[src/logic/hfc_pkg.sv]
// HDLC FIFO host control: register map, field positions, reset values.
// Assumes APB with 32-bit data; registers sit in the low byte of a word.
`default_nettype none
package hfc_pkg;
  // Register byte addresses
  localparam logic [7:0] ADDR_FIFO = 8'h00;  // Read rx_fifo, write tx_fifo
  localparam logic [7:0] ADDR_CMD  = 8'h04;  // channel_command_reg
  localparam logic [7:0] ADDR_ISR  = 8'h08;  // channel_irq_status, clear on read
  localparam logic [7:0] ADDR_STAT = 8'h0C;  // channel_status_reg
  localparam logic [7:0] ADDR_EXM  = 8'h10;  // extended_mode_reg
  localparam logic [7:0] ADDR_CNTL = 8'h14;  // rx_count_low
  localparam logic [7:0] ADDR_CNTH = 8'h18;  // rx_count_high
  // Command bits
  localparam int CMD_RMC  = 0;
  localparam int CMD_XTF  = 1;
  localparam int CMD_XME  = 2;
  localparam int CMD_TX_RESET_CMD = 3;
  localparam int CMD_RRES = 4;
  // Interrupt status bits
  localparam int IRQ_RPF = 7;
  localparam int IRQ_RME = 6;
  localparam int IRQ_RFO = 5;
  localparam int IRQ_XPR = 4;
  localparam int IRQ_XDU = 3;
  localparam int IRQ_XMR = 2;
  // Status register bits
  localparam int STAT_TX_DATA_OVERFLOW = 6;
  localparam int STAT_XFW  = 5;
  // Mode register fields
  localparam int EXM_TX_BLOCK_SIZE_SEL = 5;
  localparam logic [2:0] MODE_NONAUTO2 = 3'h3;
  localparam logic [2:0] MODE_TRANS0   = 3'h6;
  localparam logic [2:0] MODE_TRANS1   = 3'h7;
  // Receive status byte fields
  localparam int ST_VFR = 7;
  localparam int ST_RDO = 6;
  localparam int ST_CRC = 5;
  localparam int ST_RAB = 4;
  localparam int ST_SA  = 2;  // Two bits, 3:2
  localparam int ST_CR  = 1;
  localparam int ST_TA  = 0;
  // Block sizes and depths
  localparam logic [7:0] TX_BLK_DEF   = 8'h20;
  localparam logic [7:0] TX_BLK_SMALL = 8'h10;
  localparam logic [7:0] RX_BLK_D     = 8'h20;
  localparam logic [7:0] RX_BLK_B     = 8'h10;
  localparam int DEPTH_D = 64;
  localparam int DEPTH_B = 128;
  localparam logic [7:0] FCNT_MAX = 8'hFF;

  // Frame end information from the receive serializer
  typedef struct packed {
    logic       crc_ok;
    logic       valid;
    logic       abort;
    logic [1:0] sapi;
    logic       cr;
    logic       tei;
  } hfc_rx_end_t;

  // Whole controller state
  typedef struct packed {
    logic [7:0]  rx_wp, rx_bs, rx_sp, rx_rp, rx_blk_end, rx_last;
    logic        rx_busy, rx_msg_end, rx_drop, rx_ovf, rx_lov;
    logic [11:0] rx_flen;
    logic [7:0]  tx_wp, tx_cp, tx_rp, tx_fs, tx_fe, tx_fcnt, tx_wcnt, tx_blk;
    logic        tx_fe_v, tx_lock, tx_infrm, tx_sel, tx_arm, tx_dov, tx_share, tx_abort;
    logic [7:0]  isr;
    logic [2:0]  mode;
  } hfc_state_t;

  localparam hfc_state_t ST_RST = '{tx_blk: TX_BLK_DEF, default: '0};
endpackage
`default_nettype wire
[src/logic/hfc_ctrl.sv]
// HDLC channel FIFO controller: receive and transmit FIFOs behind an APB slave.
// Assumes serializers on the link side that move whole bytes, flags and CRC.
//
// Our own choices: the APB slave port and the placing of the registers.
`timescale 1ns/100ps
`default_nettype none
module hfc_ctrl #(
  parameter bit D_CHANNEL = 1'b1,
  parameter int RX_DEPTH  = hfc_pkg::DEPTH_D,
  parameter int TX_DEPTH  = hfc_pkg::DEPTH_D
) (
  input  wire logic               mclk,
  input  wire logic               resetn,
  input  wire logic               psel,
  input  wire logic               penable,
  input  wire logic               pwrite,
  input  wire logic [7:0]         paddr,
  input  wire logic [31:0]        pwdata,
  output logic [31:0]             prdata,
  output logic                    pready,
  output logic                    pslverr,
  input  wire logic               rx_frame_start,
  input  wire logic               rx_byte_valid,
  input  wire logic [7:0]         rx_byte,
  input  wire logic               rx_frame_end,
  input  wire hfc_pkg::hfc_rx_end_t rx_end_info,
  output logic                    tx_valid,
  output logic [7:0]              tx_data,
  output logic                    tx_first,
  output logic                    tx_last,
  output logic                    tx_share_flags,
  output logic                    tx_abort,
  input  wire logic               tx_ready,
  input  wire logic               tx_closed,
  input  wire logic               tx_collision
);
  localparam int RXA = $clog2(RX_DEPTH);
  localparam int TXA = $clog2(TX_DEPTH);
  localparam logic [7:0] RX_BLK = D_CHANNEL ? hfc_pkg::RX_BLK_D : hfc_pkg::RX_BLK_B;
  localparam logic [7:0] RXD = 8'(RX_DEPTH);
  localparam logic [7:0] TXD = 8'(TX_DEPTH);

  // Depths must be powers of two the 8-bit pointers can serve
  if (RX_DEPTH < 32 || RX_DEPTH > 128 || (RX_DEPTH & (RX_DEPTH - 1)) != 0 ||
      TX_DEPTH < 64 || TX_DEPTH > 128 || (TX_DEPTH & (TX_DEPTH - 1)) != 0)
  begin : g_bad_depth
    $error("hfc_ctrl: unsupported FIFO depth");
  end

  hfc_pkg::hfc_state_t st_r;
  hfc_pkg::hfc_state_t st_nxt;
  logic [8:0]  rx_mem [RX_DEPTH];
  logic [7:0]  tx_mem [TX_DEPTH];
  logic        rx_we;
  logic [8:0]  rx_wdat;
  logic        tx_we;
  logic        acc, wr, rd;
  logic [7:0]  cmd;
  logic [7:0]  rx_free, rx_limit, rx_blen, tx_free, tx_cfree;
  logic [12:0] rx_cnt;
  logic        rx_avail, tx_write_enable_flag, underrun, rres, tx_reset_cmd;
  logic [7:0]  rx_rdata, set_irq;
  logic [8:0]  scan_ent;

  // APB decode, zero wait states
  assign acc     = psel && penable;
  assign wr      = acc && pwrite;
  assign rd      = acc && !pwrite;
  assign pready  = 1'b1;
  assign cmd     = (wr && paddr == hfc_pkg::ADDR_CMD) ? pwdata[7:0] : 8'h00;
  assign rres    = cmd[hfc_pkg::CMD_RRES];
  assign tx_reset_cmd    = cmd[hfc_pkg::CMD_TX_RESET_CMD];
  assign pslverr = acc && !(paddr == hfc_pkg::ADDR_FIFO || paddr == hfc_pkg::ADDR_CMD ||
                            paddr == hfc_pkg::ADDR_ISR  || paddr == hfc_pkg::ADDR_STAT ||
                            paddr == hfc_pkg::ADDR_EXM  || paddr == hfc_pkg::ADDR_CNTL ||
                            paddr == hfc_pkg::ADDR_CNTH);

  // Receive occupancy, read limit and length count
  assign rx_free  = RXD - (st_r.rx_wp - st_r.rx_bs);
  assign rx_limit = st_r.rx_busy ? st_r.rx_blk_end : st_r.rx_wp;
  assign rx_avail = st_r.rx_rp != rx_limit;
  assign rx_rdata = rx_avail ? rx_mem[st_r.rx_rp[RXA-1:0]][7:0] : st_r.rx_last;
  assign rx_blen  = st_r.rx_busy ? (st_r.rx_blk_end - st_r.rx_bs) : 8'h00;
  assign rx_cnt   = {1'b0, st_r.rx_flen} + {5'h00, rx_blen};
  assign scan_ent = rx_mem[st_r.rx_sp[RXA-1:0]];

  // Transmit occupancy and write enable
  assign tx_free   = TXD - (st_r.tx_wp - st_r.tx_rp);
  assign tx_cfree  = TXD - (st_r.tx_cp - st_r.tx_rp);
  assign tx_write_enable_flag       = !st_r.tx_lock && !st_r.isr[hfc_pkg::IRQ_XDU] &&
                     !st_r.isr[hfc_pkg::IRQ_XMR] && tx_free != 8'h00;
  assign underrun  = st_r.tx_infrm && st_r.tx_rp == st_r.tx_cp && tx_ready;

  // Link-side transmit outputs
  assign tx_valid       = st_r.tx_rp != st_r.tx_cp;
  assign tx_data        = tx_mem[st_r.tx_rp[TXA-1:0]];
  assign tx_first       = tx_valid && !st_r.tx_infrm;
  assign tx_last        = tx_valid && st_r.tx_fe_v && (st_r.tx_rp + 8'h01) == st_r.tx_fe;
  assign tx_share_flags = st_r.tx_share;
  assign tx_abort       = st_r.tx_abort;

  // Register read mux
  always_comb
  begin
    prdata = 32'h0000_0000;
    unique case (paddr)
      hfc_pkg::ADDR_FIFO: prdata[7:0] = rx_rdata;
      hfc_pkg::ADDR_ISR:  prdata[7:0] = st_r.isr;
      hfc_pkg::ADDR_STAT:
      begin
        prdata[hfc_pkg::STAT_TX_DATA_OVERFLOW] = st_r.tx_dov;
        prdata[hfc_pkg::STAT_XFW]  = tx_write_enable_flag;
      end
      hfc_pkg::ADDR_EXM:
      begin
        prdata[2:0]               = st_r.mode;
        prdata[hfc_pkg::EXM_TX_BLOCK_SIZE_SEL] = st_r.tx_sel;
      end
      hfc_pkg::ADDR_CNTL: prdata[7:0] = rx_cnt[7:0];
      hfc_pkg::ADDR_CNTH: prdata[7:0] = {st_r.rx_lov | rx_cnt[12], 3'h0, rx_cnt[11:8]};
      default:            prdata = 32'h0000_0000;
    endcase
  end

  // Next-state logic for both FIFOs and the register file
  always_comb
  begin
    st_nxt      = st_r;
    rx_we       = 1'b0;
    rx_wdat     = 9'h000;
    tx_we       = 1'b0;
    set_irq     = 8'h00;
    st_nxt.tx_abort = 1'b0;

    // Mode register; block select only exists on the D-channel
    if (wr && paddr == hfc_pkg::ADDR_EXM)
    begin
      st_nxt.mode   = pwdata[2:0];
      st_nxt.tx_sel = D_CHANNEL && pwdata[hfc_pkg::EXM_TX_BLOCK_SIZE_SEL];
    end

    // Receive link side
    if (rx_frame_start)
    begin
      st_nxt.rx_ovf  = 1'b0;
      st_nxt.rx_drop = rx_free <= 8'h01;
      if (rx_free <= 8'h01)
        set_irq[hfc_pkg::IRQ_RFO] = 1'b1;
    end
    else if (rx_byte_valid && !st_r.rx_drop)
    begin
      if (rx_free > 8'h01)
      begin
        rx_we          = 1'b1;
        rx_wdat        = {1'b0, rx_byte};
        st_nxt.rx_wp   = st_r.rx_wp + 8'h01;
      end
      else
        st_nxt.rx_ovf = 1'b1;
    end
    else if (rx_frame_end)
    begin
      st_nxt.rx_drop = 1'b0;
      if (!st_r.rx_drop)
      begin
        // Status byte closes the frame, one slot always kept for it
        rx_we                       = 1'b1;
        rx_wdat[8]                  = 1'b1;
        rx_wdat[hfc_pkg::ST_VFR]    = rx_end_info.valid;
        rx_wdat[hfc_pkg::ST_CRC]    = rx_end_info.crc_ok;
        rx_wdat[hfc_pkg::ST_RAB]    = rx_end_info.abort;
        rx_wdat[hfc_pkg::ST_RDO]    = st_r.rx_ovf || rx_byte_valid;
        rx_wdat[hfc_pkg::ST_TA]     = st_r.mode != hfc_pkg::MODE_TRANS0 && rx_end_info.tei;
        if (st_r.mode == hfc_pkg::MODE_NONAUTO2 || st_r.mode == hfc_pkg::MODE_TRANS1)
        begin
          rx_wdat[hfc_pkg::ST_CR]                  = rx_end_info.cr;
          rx_wdat[hfc_pkg::ST_SA+1:hfc_pkg::ST_SA] = rx_end_info.sapi;
        end
        st_nxt.rx_wp = st_r.rx_wp + 8'h01;
      end
    end

    // Scan stored bytes for a full block or a frame end
    if (!st_r.rx_busy && st_r.rx_sp != st_r.rx_wp)
    begin
      st_nxt.rx_sp = st_r.rx_sp + 8'h01;
      if (scan_ent[8] || (st_r.rx_sp - st_r.rx_bs + 8'h01) == RX_BLK)
      begin
        st_nxt.rx_busy    = 1'b1;
        st_nxt.rx_msg_end = scan_ent[8];
        st_nxt.rx_blk_end = st_r.rx_sp + 8'h01;
        set_irq[scan_ent[8] ? hfc_pkg::IRQ_RME : hfc_pkg::IRQ_RPF] = 1'b1;
      end
    end

    // Host reads advance only over valid bytes
    if (rd && paddr == hfc_pkg::ADDR_FIFO && rx_avail)
    begin
      st_nxt.rx_rp   = st_r.rx_rp + 8'h01;
      st_nxt.rx_last = rx_rdata;
    end

    // Block release frees the whole block whatever was read
    if (cmd[hfc_pkg::CMD_RMC] && st_r.rx_busy)
    begin
      st_nxt.rx_bs   = st_r.rx_blk_end;
      st_nxt.rx_rp   = st_r.rx_blk_end;
      st_nxt.rx_busy = 1'b0;
      st_nxt.rx_flen = st_r.rx_msg_end ? 12'h000 : rx_cnt[11:0];
      st_nxt.rx_lov  = !st_r.rx_msg_end && (st_r.rx_lov || rx_cnt[12]);
    end
    if (rres)
    begin
      st_nxt.rx_wp   = 8'h00;
      st_nxt.rx_bs   = 8'h00;
      st_nxt.rx_sp   = 8'h00;
      st_nxt.rx_rp   = 8'h00;
      st_nxt.rx_busy = 1'b0;
      st_nxt.rx_drop = 1'b0;
      st_nxt.rx_ovf  = 1'b0;
      st_nxt.rx_flen = 12'h000;
      st_nxt.rx_lov  = 1'b0;
      rx_we          = 1'b0;
    end

    // Host writes into the transmit FIFO
    if (wr && paddr == hfc_pkg::ADDR_FIFO && tx_write_enable_flag)
    begin
      tx_we          = 1'b1;
      st_nxt.tx_wp   = st_r.tx_wp + 8'h01;
      st_nxt.tx_wcnt = st_r.tx_wcnt + 8'h01;
      if (st_r.tx_wcnt >= st_r.tx_blk)
        st_nxt.tx_dov = 1'b1;
    end

    // Frame and message end commands commit the written data
    if (cmd[hfc_pkg::CMD_XTF] || cmd[hfc_pkg::CMD_XME])
    begin
      st_nxt.tx_cp   = st_nxt.tx_wp;
      st_nxt.tx_wcnt = 8'h00;
      st_nxt.tx_blk  = st_r.tx_sel ? hfc_pkg::TX_BLK_SMALL : hfc_pkg::TX_BLK_DEF;
      st_nxt.tx_arm  = !(cmd[hfc_pkg::CMD_XTF] && cmd[hfc_pkg::CMD_XME]);
      if (cmd[hfc_pkg::CMD_XME])
      begin
        st_nxt.tx_fe    = st_nxt.tx_wp;
        st_nxt.tx_fe_v  = 1'b1;
        st_nxt.tx_share = !cmd[hfc_pkg::CMD_XTF];
        st_nxt.tx_lock  = cmd[hfc_pkg::CMD_XTF];
      end
    end

    // Pool ready once a whole block of space is free
    if (st_r.tx_arm && !st_r.tx_lock && tx_cfree >= st_r.tx_blk)
    begin
      st_nxt.tx_arm             = 1'b0;
      set_irq[hfc_pkg::IRQ_XPR] = 1'b1;
    end

    // Byte handed to the serializer
    if (tx_valid && tx_ready)
    begin
      st_nxt.tx_rp    = st_r.tx_rp + 8'h01;
      st_nxt.tx_infrm = !tx_last;
      st_nxt.tx_fcnt  = st_r.tx_infrm ? ((st_r.tx_fcnt == hfc_pkg::FCNT_MAX) ? st_r.tx_fcnt
                                         : st_r.tx_fcnt + 8'h01) : 8'h01;
      if (!st_r.tx_infrm)
        st_nxt.tx_fs = st_r.tx_rp;
      if (tx_last)
        st_nxt.tx_fe_v = 1'b0;
    end

    // Closing flag sent ends the lock
    if (tx_closed && st_r.tx_lock && !st_r.tx_fe_v)
    begin
      st_nxt.tx_lock            = 1'b0;
      set_irq[hfc_pkg::IRQ_XPR] = 1'b1;
    end

    // Collision: retry from frame start, or ask for a repeat
    if (tx_collision && st_r.tx_infrm && D_CHANNEL)
    begin
      if (st_r.tx_fcnt >= st_r.tx_blk)
        set_irq[hfc_pkg::IRQ_XMR] = 1'b1;
      else
      begin
        st_nxt.tx_rp    = st_r.tx_fs;
        st_nxt.tx_infrm = 1'b0;
      end
    end
    else if (underrun)
      set_irq[hfc_pkg::IRQ_XDU] = 1'b1;

    // Underrun, repeat or reset empties the FIFO and aborts
    if (set_irq[hfc_pkg::IRQ_XDU] || set_irq[hfc_pkg::IRQ_XMR] || tx_reset_cmd)
    begin
      st_nxt.tx_wp    = 8'h00;
      st_nxt.tx_cp    = 8'h00;
      st_nxt.tx_rp    = 8'h00;
      st_nxt.tx_fs    = 8'h00;
      st_nxt.tx_infrm = 1'b0;
      st_nxt.tx_fe_v  = 1'b0;
      st_nxt.tx_lock  = 1'b0;
      st_nxt.tx_arm   = 1'b0;
      st_nxt.tx_abort = 1'b1;
      tx_we           = 1'b0;
    end
    if (tx_reset_cmd)
    begin
      st_nxt.tx_wcnt            = 8'h00;
      st_nxt.tx_dov             = 1'b0;
      st_nxt.tx_share           = 1'b0;
      st_nxt.tx_blk             = st_r.tx_sel ? hfc_pkg::TX_BLK_SMALL : hfc_pkg::TX_BLK_DEF;
      set_irq[hfc_pkg::IRQ_XPR] = 1'b1;
    end

    // Sticky interrupt bits, cleared by reading, new events win
    st_nxt.isr = ((rd && paddr == hfc_pkg::ADDR_ISR) ? 8'h00 : st_r.isr) | set_irq;
  end

  // State register
  always_ff @(posedge mclk or negedge resetn)
  begin
    if (!resetn)
      st_r <= hfc_pkg::ST_RST;
    else
      st_r <= st_nxt;
  end

  // FIFO storage, cyclic by pointer wrap
  always_ff @(posedge mclk)
  begin
    if (rx_we)
      rx_mem[st_r.rx_wp[RXA-1:0]] <= rx_wdat;
    if (tx_we)
      tx_mem[st_r.tx_wp[TXA-1:0]] <= pwdata[7:0];
  end
endmodule
`default_nettype wire

[config.mk]
export PLATFORM = sky130hd
export DESIGN_NAME = hfc_ctrl
export DESIGN_NICKNAME = d
export VERILOG_FILES = /design/src/logic/hfc_pkg.sv /design/src/logic/hfc_ctrl.sv
export SDC_FILE = /design/constraint.sdc
export NUM_CORES = 2
export LEC_CHECK = 0
export CORE_AREA = 2 2 326 328
export CTS_CLUSTER_DIAMETER = 60
export CTS_CLUSTER_SIZE = 28
export DETAILED_ROUTE_END_ITERATION = 8
export DIE_AREA = 0 0 328 330
export DONT_BUFFER_PORTS = 1
export GPL_ROUTABILITY_DRIVEN = 0
export RECOVER_POWER = 25
export SLEW_MARGIN = 10
export SYNTH_ARGS = -nofsm -noshare
export SYNTH_HDL_FRONTEND = slang
export SYNTH_SLANG_ARGS = --single-unit
[constraint.sdc]
create_clock -name mclk -period 7 [get_ports mclk]
set_input_delay 1.05 -clock mclk [delete_from_list [all_inputs] [get_ports mclk]]
set_output_delay 1.05 -clock mclk [all_outputs]
set_load 0.05 [all_outputs]
Word level (Yosys, flattened, before mapping)
Memory sizes are Yosys's and may differ from the RTL's. Index checks and enable logic that the tools add are counted. Widths: inputs -> output; s select.

Magnitude comparators: 7. Div/mod/pow operators: 0. Multiply operators: 0. Bitwise logic cells: 3. Add/sub/neg operators: 17. Muxes and demuxes: 94. Shifts and indexed selects: 0. Reductions and logical operators: 89. Eq/ne operators: 23.

Operator list (count): $mux 8 (24); $add 8x1->8 const B (8); $mux 32 (2); $mux 1 (43); $sub 8x8->8 (5); $mux 9 (4); $logic_and 1x1->1 (32); $mux 16 (2); $reduce_bool 3->1 (10); $eq 8x5->1 const B (3); $ge 8x8->1 (3); $ne 8x8->1 (3); $sub 7x8->8 const A (3); $reduce_and 2->1 (10); $mux 18 (1); $eq 8x4->1 const B (2); $eq 8x8->1 (2); $reduce_bool 2->1 (8); $mux 15 (1); $pmux 3 s5 (1); $add 12x8->13 (1); $logic_not 1->1 (13); $logic_or 1x1->1 (13); $mux 13 (1); 29 further kinds (38).

Memories: 2. Bits in registers: 148. RAM bits: 1088. Latch bits: 0. Output and inout bits: 47. ROM bits: 0. Word-level logic and storage cells: 265. Input port bits: 66.

Memory list: rx_mem (depth 64, width 9, read ports 2, clocked after Yosys merged registers in 0, write ports 1, RTL line hfc_ctrl.sv:52) `logic [8:0] rx_mem [RX_DEPTH];`; tx_mem (depth 64, width 8, read ports 1, clocked after Yosys merged registers in 0, write ports 1, RTL line hfc_ctrl.sv:53) `logic [7:0] tx_mem [TX_DEPTH];`.

Depth between registers and ports, before layout
An unclocked memory read counts as a cell.

Word-level depth: 16. Mapped depth: 17. Mapped depth without buffers: 17.

Worst setup path after synthesis
OpenSTA, ideal clock, no wires.

Kind: register -> register. Start: register st_r[141] in the netlist's numbering. End: memory rx_mem[0][0], data pin. Setup time: 0.548 ns. Arrival time: 4.321 ns. Clock period less this slack: 4.869 ns. Path buffers: 1. Setup slack: 2.131 ns. Cell stages (with the launch flop): 13. Required time: 6.452 ns. Path through: dfrtp_1 > clkbuf_1 > inv_1 > ha_1 > ha_1 > inv_1 > fa_1 > nand4b_1 > nor4_1 > and2_1 > nor3b_1 > nand2_1 > a21oi_1.

Cells in the longest elaborated chain, start to end: 6.

RTL lines: start: declaration (RTL line hfc_ctrl.sv:50) `hfc_pkg::hfc_state_t st_r;`; start signal: assignment (RTL line hfc_ctrl.sv:324) `st_r <= hfc_pkg::ST_RST;`; start signal: assignment (RTL line hfc_ctrl.sv:326) `st_r <= st_nxt;`; $sub 8x8->8 (RTL line hfc_ctrl.sv:79) `assign rx_free = RXD - (st_r.rx_wp - st_r.rx_bs);`; $sub 7x8->8 (RTL line hfc_ctrl.sv:79); $gt 8x1->1 (RTL line hfc_ctrl.sv:152) `if (rx_free > 8'h01)`; $mux 8 (RTL line hfc_ctrl.sv:152); $mux 9 (RTL line hfc_ctrl.sv:150) `else if (rx_byte_valid && !st_r.rx_drop)`; $mux 9 (RTL line hfc_ctrl.sv:143) `if (rx_frame_start)`; via rx_wdat[0] (RTL line hfc_ctrl.sv:55) `logic [8:0] rx_wdat;`; end: declaration (RTL line hfc_ctrl.sv:52).

The timed path passes the listed nets, and every way through them passes these cells.

Worst setup path in the final report
Start: register st_r[109] in the netlist's numbering. End: output prdata[7].

Cells in the longest elaborated chain, start to end: 5. Elaborated cells between the ends (all ways): 8. Those cells by class: add/sub: 2; eq/ne: 1; mux: 4; bitwise: 1.

RTL lines: $sub 8x8->8 (RTL line hfc_ctrl.sv:83) `assign rx_blen = st_r.rx_busy ? (st_r.rx_blk_end - st_r.rx_bs) : 8'h00;`; $mux 8 (RTL line hfc_ctrl.sv:83); $add 12x8->13 (RTL line hfc_ctrl.sv:84) `assign rx_cnt = {1'b0, st_r.rx_flen} + {5'h00, rx_blen};`; $or 1x1->1 (RTL line hfc_ctrl.sv:120) `hfc_pkg::ADDR_CNTH: prdata[7:0] = {st_r.rx_lov | rx_cnt[12], 3'h0, rx_cnt[11:8]};`; $pmux 1 s4 (*) (RTL line hfc_ctrl.sv:106) `unique case (paddr)`; end: declaration (RTL line hfc_ctrl.sv:19) `output logic [31:0] prdata,`.

Every way passes the cells marked *; elsewhere a longest branch is shown, timed or not.

==> run metrics <==
post-CTS sizing 0; Crit Path Max Fanout 5; initial antenna violation count 0; status finished, final reports clean; diodes inserted 0; setup bufs post-CTS 0; maximum VDD drop 0.308 mV; cell accounting for the most synthesized area edfxtp_1; Initial DRC Count 2586; final hold vios 0; commonest non-fill, non-tap cell in the layout edfxtp_1; crit path capture type primary output; Sink Count 1228; mean routed wirelength per cell 26.9 um; Std-Cell Rows 119; Worst-path clk slew 90 ps; die extent in x 328 um; Remaining Overflow, GRT 0; CP delay by family, top compound AO/OA/AOI/OAI gates; Cell Area, Synth 0.0519 mm^2; Power Density 340 mW/mm^2; total CTS buffers 93; setup_tns 0 ps; commonest non-fill, non-tap cells in the layout edfxtp_1 (1088), nor2_1 (226), mux4_2 (208), mux2i_1 (159), nand2_1 (158); Least-Margin Pin Slew 1130 ps; Mean Syn Cell Area 16.5 um^2; drt total wl 125000 um; worst-path cell chain ha_1 > nor2b_1 > o21ai_0 > a21oi_1 > o21ai_0 > nor2b_1 > xnor2_1 > and2_1 > ha_1 > nor2b_1 > a311oi_1 > a211oi_1 > a31o_2 > a22oi_1 > o211ai_1; Clk Tree Root Cell clkbuf_16; Synth area leaders edfxtp_1 (63%), mux4_2 (9.0%), dfrtp_1 (6.7%), mux2i_1 (3.1%), ha_1 (2.0%); CTS Hold Bufs 0; CP Data Arrival Time 4960 ps; Synth warnings 0; Core Area 0.105 mm^2; CP Data Required Time 5950 ps; Seq pwr share 43.7%; Max stage delay on crit path 840 ps; fin util 54.6%; initial core utilization 49.6%; worst hold path class in2async; Slowest cell on crit path o211ai_1; Gate power share 26.3%; crit start category flop; Final Max Tran Viols 0; die footprint 0.108 mm^2; Cell variety after synth 78; final net count 3326; Clk network pwr share 30.0%; H-tree depth 3; Static Leakage 19.2 nW; Max Cap Violations 0; share of cells above drive strength 1 16.3%; Post-Synthesis Cells 3146; # DRC 0; number of global-route vias before repair 28000; drt first pass iters 5; TritonCTS clock tree built; final setup vio count 0; ys flop type edfxtp_1; switching part of the total 33.1%; Async SR Flop Fraction 11.4%; vias per cell 6.08; Max Freq 167 MHz; num ports 113; Relative slew margins 24.7%; clock skew 47.3 ps; switching power 6.42 mW; Pint 13.0 mW; pin count of the biggest net entering global routing 141; routed via count 28200; sequential area share after synthesis 69.7%; Port-buffer cells 0; clk buf depth 3; DRT antenna net count 0; Layout Area Growth over Synthesis 10.1%; Setup CP Type reg2out; chip height 330 um; fin crit share 85.8%; clock latency on the worst-skew pair 700 ps; Buf/Inv on CP 0; Final HPWL DP 78800 um; first-pass GRT wire length 184000 um; Yosys reg bits 1228; Synth top area share 63.0%; Most Frequent Cell on Critical Path nor2b_1; GRT Total Usage 23.1%; EDFF count, synth 1088; Tmin final 6010 ps; unrepaired setup endpoints after global routing no
-- final cells by class --
| cell class | instances | area, um^2 |
|---|---|---|
| inverter | 79 | 297 |
| clock buffer | 101 | 2460 |
| timing repair buffer | 88 | 686 |
| fill | 8142 | 47500 |
| sequential | 1228 | 36200 |
| tap | 1391 | 1740 |
| clock inverter | 74 | 962 |
| multi-input combinational | 1681 | 14800 |
-- metrics by stage --
step / instance area, um^2 / power [mW] / worst slack (ps) / hold slack [ps] / std cells
after floorplan: 52000 / 12.2 / 2130 / 439 / 3169
after global placement: 53700 / 13.6 / 1710 / 454 / 4467
after detailed placement: 53700 / 13.8 / 1690 / 462 / 4467
after CTS: 57200 / 19.5 / 921 / 1.16 / 4642
after global routing: 57200 / 20.2 / 608 / 6.21 / 4642
final: 57200 / 19.4 / 994 / 58.4 / 4642
-- cell families (layout without fill, tap and decap cells) --
| group | count (synthesis) | after routing | synth area share [%] |
|---|---|---|---|
| flip-flops | 1228 | 1228 | 69.7 |
| AND/OR/NAND/NOR | 623 | 623 | 5.58 |
| AO/OA/AOI/OAI | 465 | 465 | 6.23 |
| multiplexers | 380 | 380 | 12.4 |
| buffers and inverters | 260 | 342 | 2.15 |
| XOR/XNOR | 99 | 99 | 1.70 |
| adder cells (fa/ha/maj) | 89 | 89 | 2.23 |
| other | 2 | 25 | 0.0145 |
-- state kept, by name, indices dropped and copies added (netlist names) --
register	cells
tx_abort	1
tx_share_flags	1
st_r	138
rx_mem	576
tx_mem	512
-- path summary, 6_finish.rpt --
| path | startpoint | end | slack, ps | cells past startpoint |
|---|---|---|---|---|
| setup / recovery | st_r[109] | prdata[7] | 990 | 15 |
| hold / removal | resetn | st_r[54] | 60 | 0 |
| setup reg to reg | st_r[59] | tx_mem[7][1] | 1910 | 14 |
| hold reg to reg | st_r[106] | st_r[106] | 480 | 2 |
| max in group asynchronous | resetn | st_r[116] | 6660 | 0 |
| min in group mclk | rx_frame_start | st_r[96] | 450 | 1 |
-- synth_stat cells (all sizes together) (20+ instances only) --
cell and number:
ha 83, a22oi 67, a21oi 102, nand2 159, mux2i 159, inv 77, a211oi 29, dfrtp 139
mux4 208, o21ai 86, xor2 39, clkbuf 97, nor2 235, nor2b 23, nor3 20, edfxtp 1088
nand3 68, o22ai 25, buf 84, nand4 27, xnor2 59, o221ai 69
-- power groups by stage --
stage	sequential [mW]	combinational [mW]	clock (mW)
finish	8.49	5.10	5.83
detailed placement	8.65	5.11	0
global route	8.52	5.48	6.19
global placement	8.64	5.01	0
floorplan	8.47	3.71	0
CTS	8.48	5.13	5.93
-- worst reg2reg max path, cell delays in order, from the launching register on --
cell and delay (ps):
dfrtp_4 690, inv_1 230, ha_1 250, inv_1 50, ha_1 160, inv_1 60
fa_1 430, nor2b_1 200, o31ai_1 150, a21oi_1 240, xnor2_2 90, buf_4 220
a21oi_2 450, nand3_1 640, nor2_1 870
-- routing by layer --
metal,share of wire (%),global-route usage (%),up-vias
met3,5.8,3.20,197
li1,-,-,12400
met1,40,30.8,14700
met4,2.8,6.63,0
met5,0,0,-
met2,51,39.8,925
No activity file was read; power rests on OpenSTA's default activity.
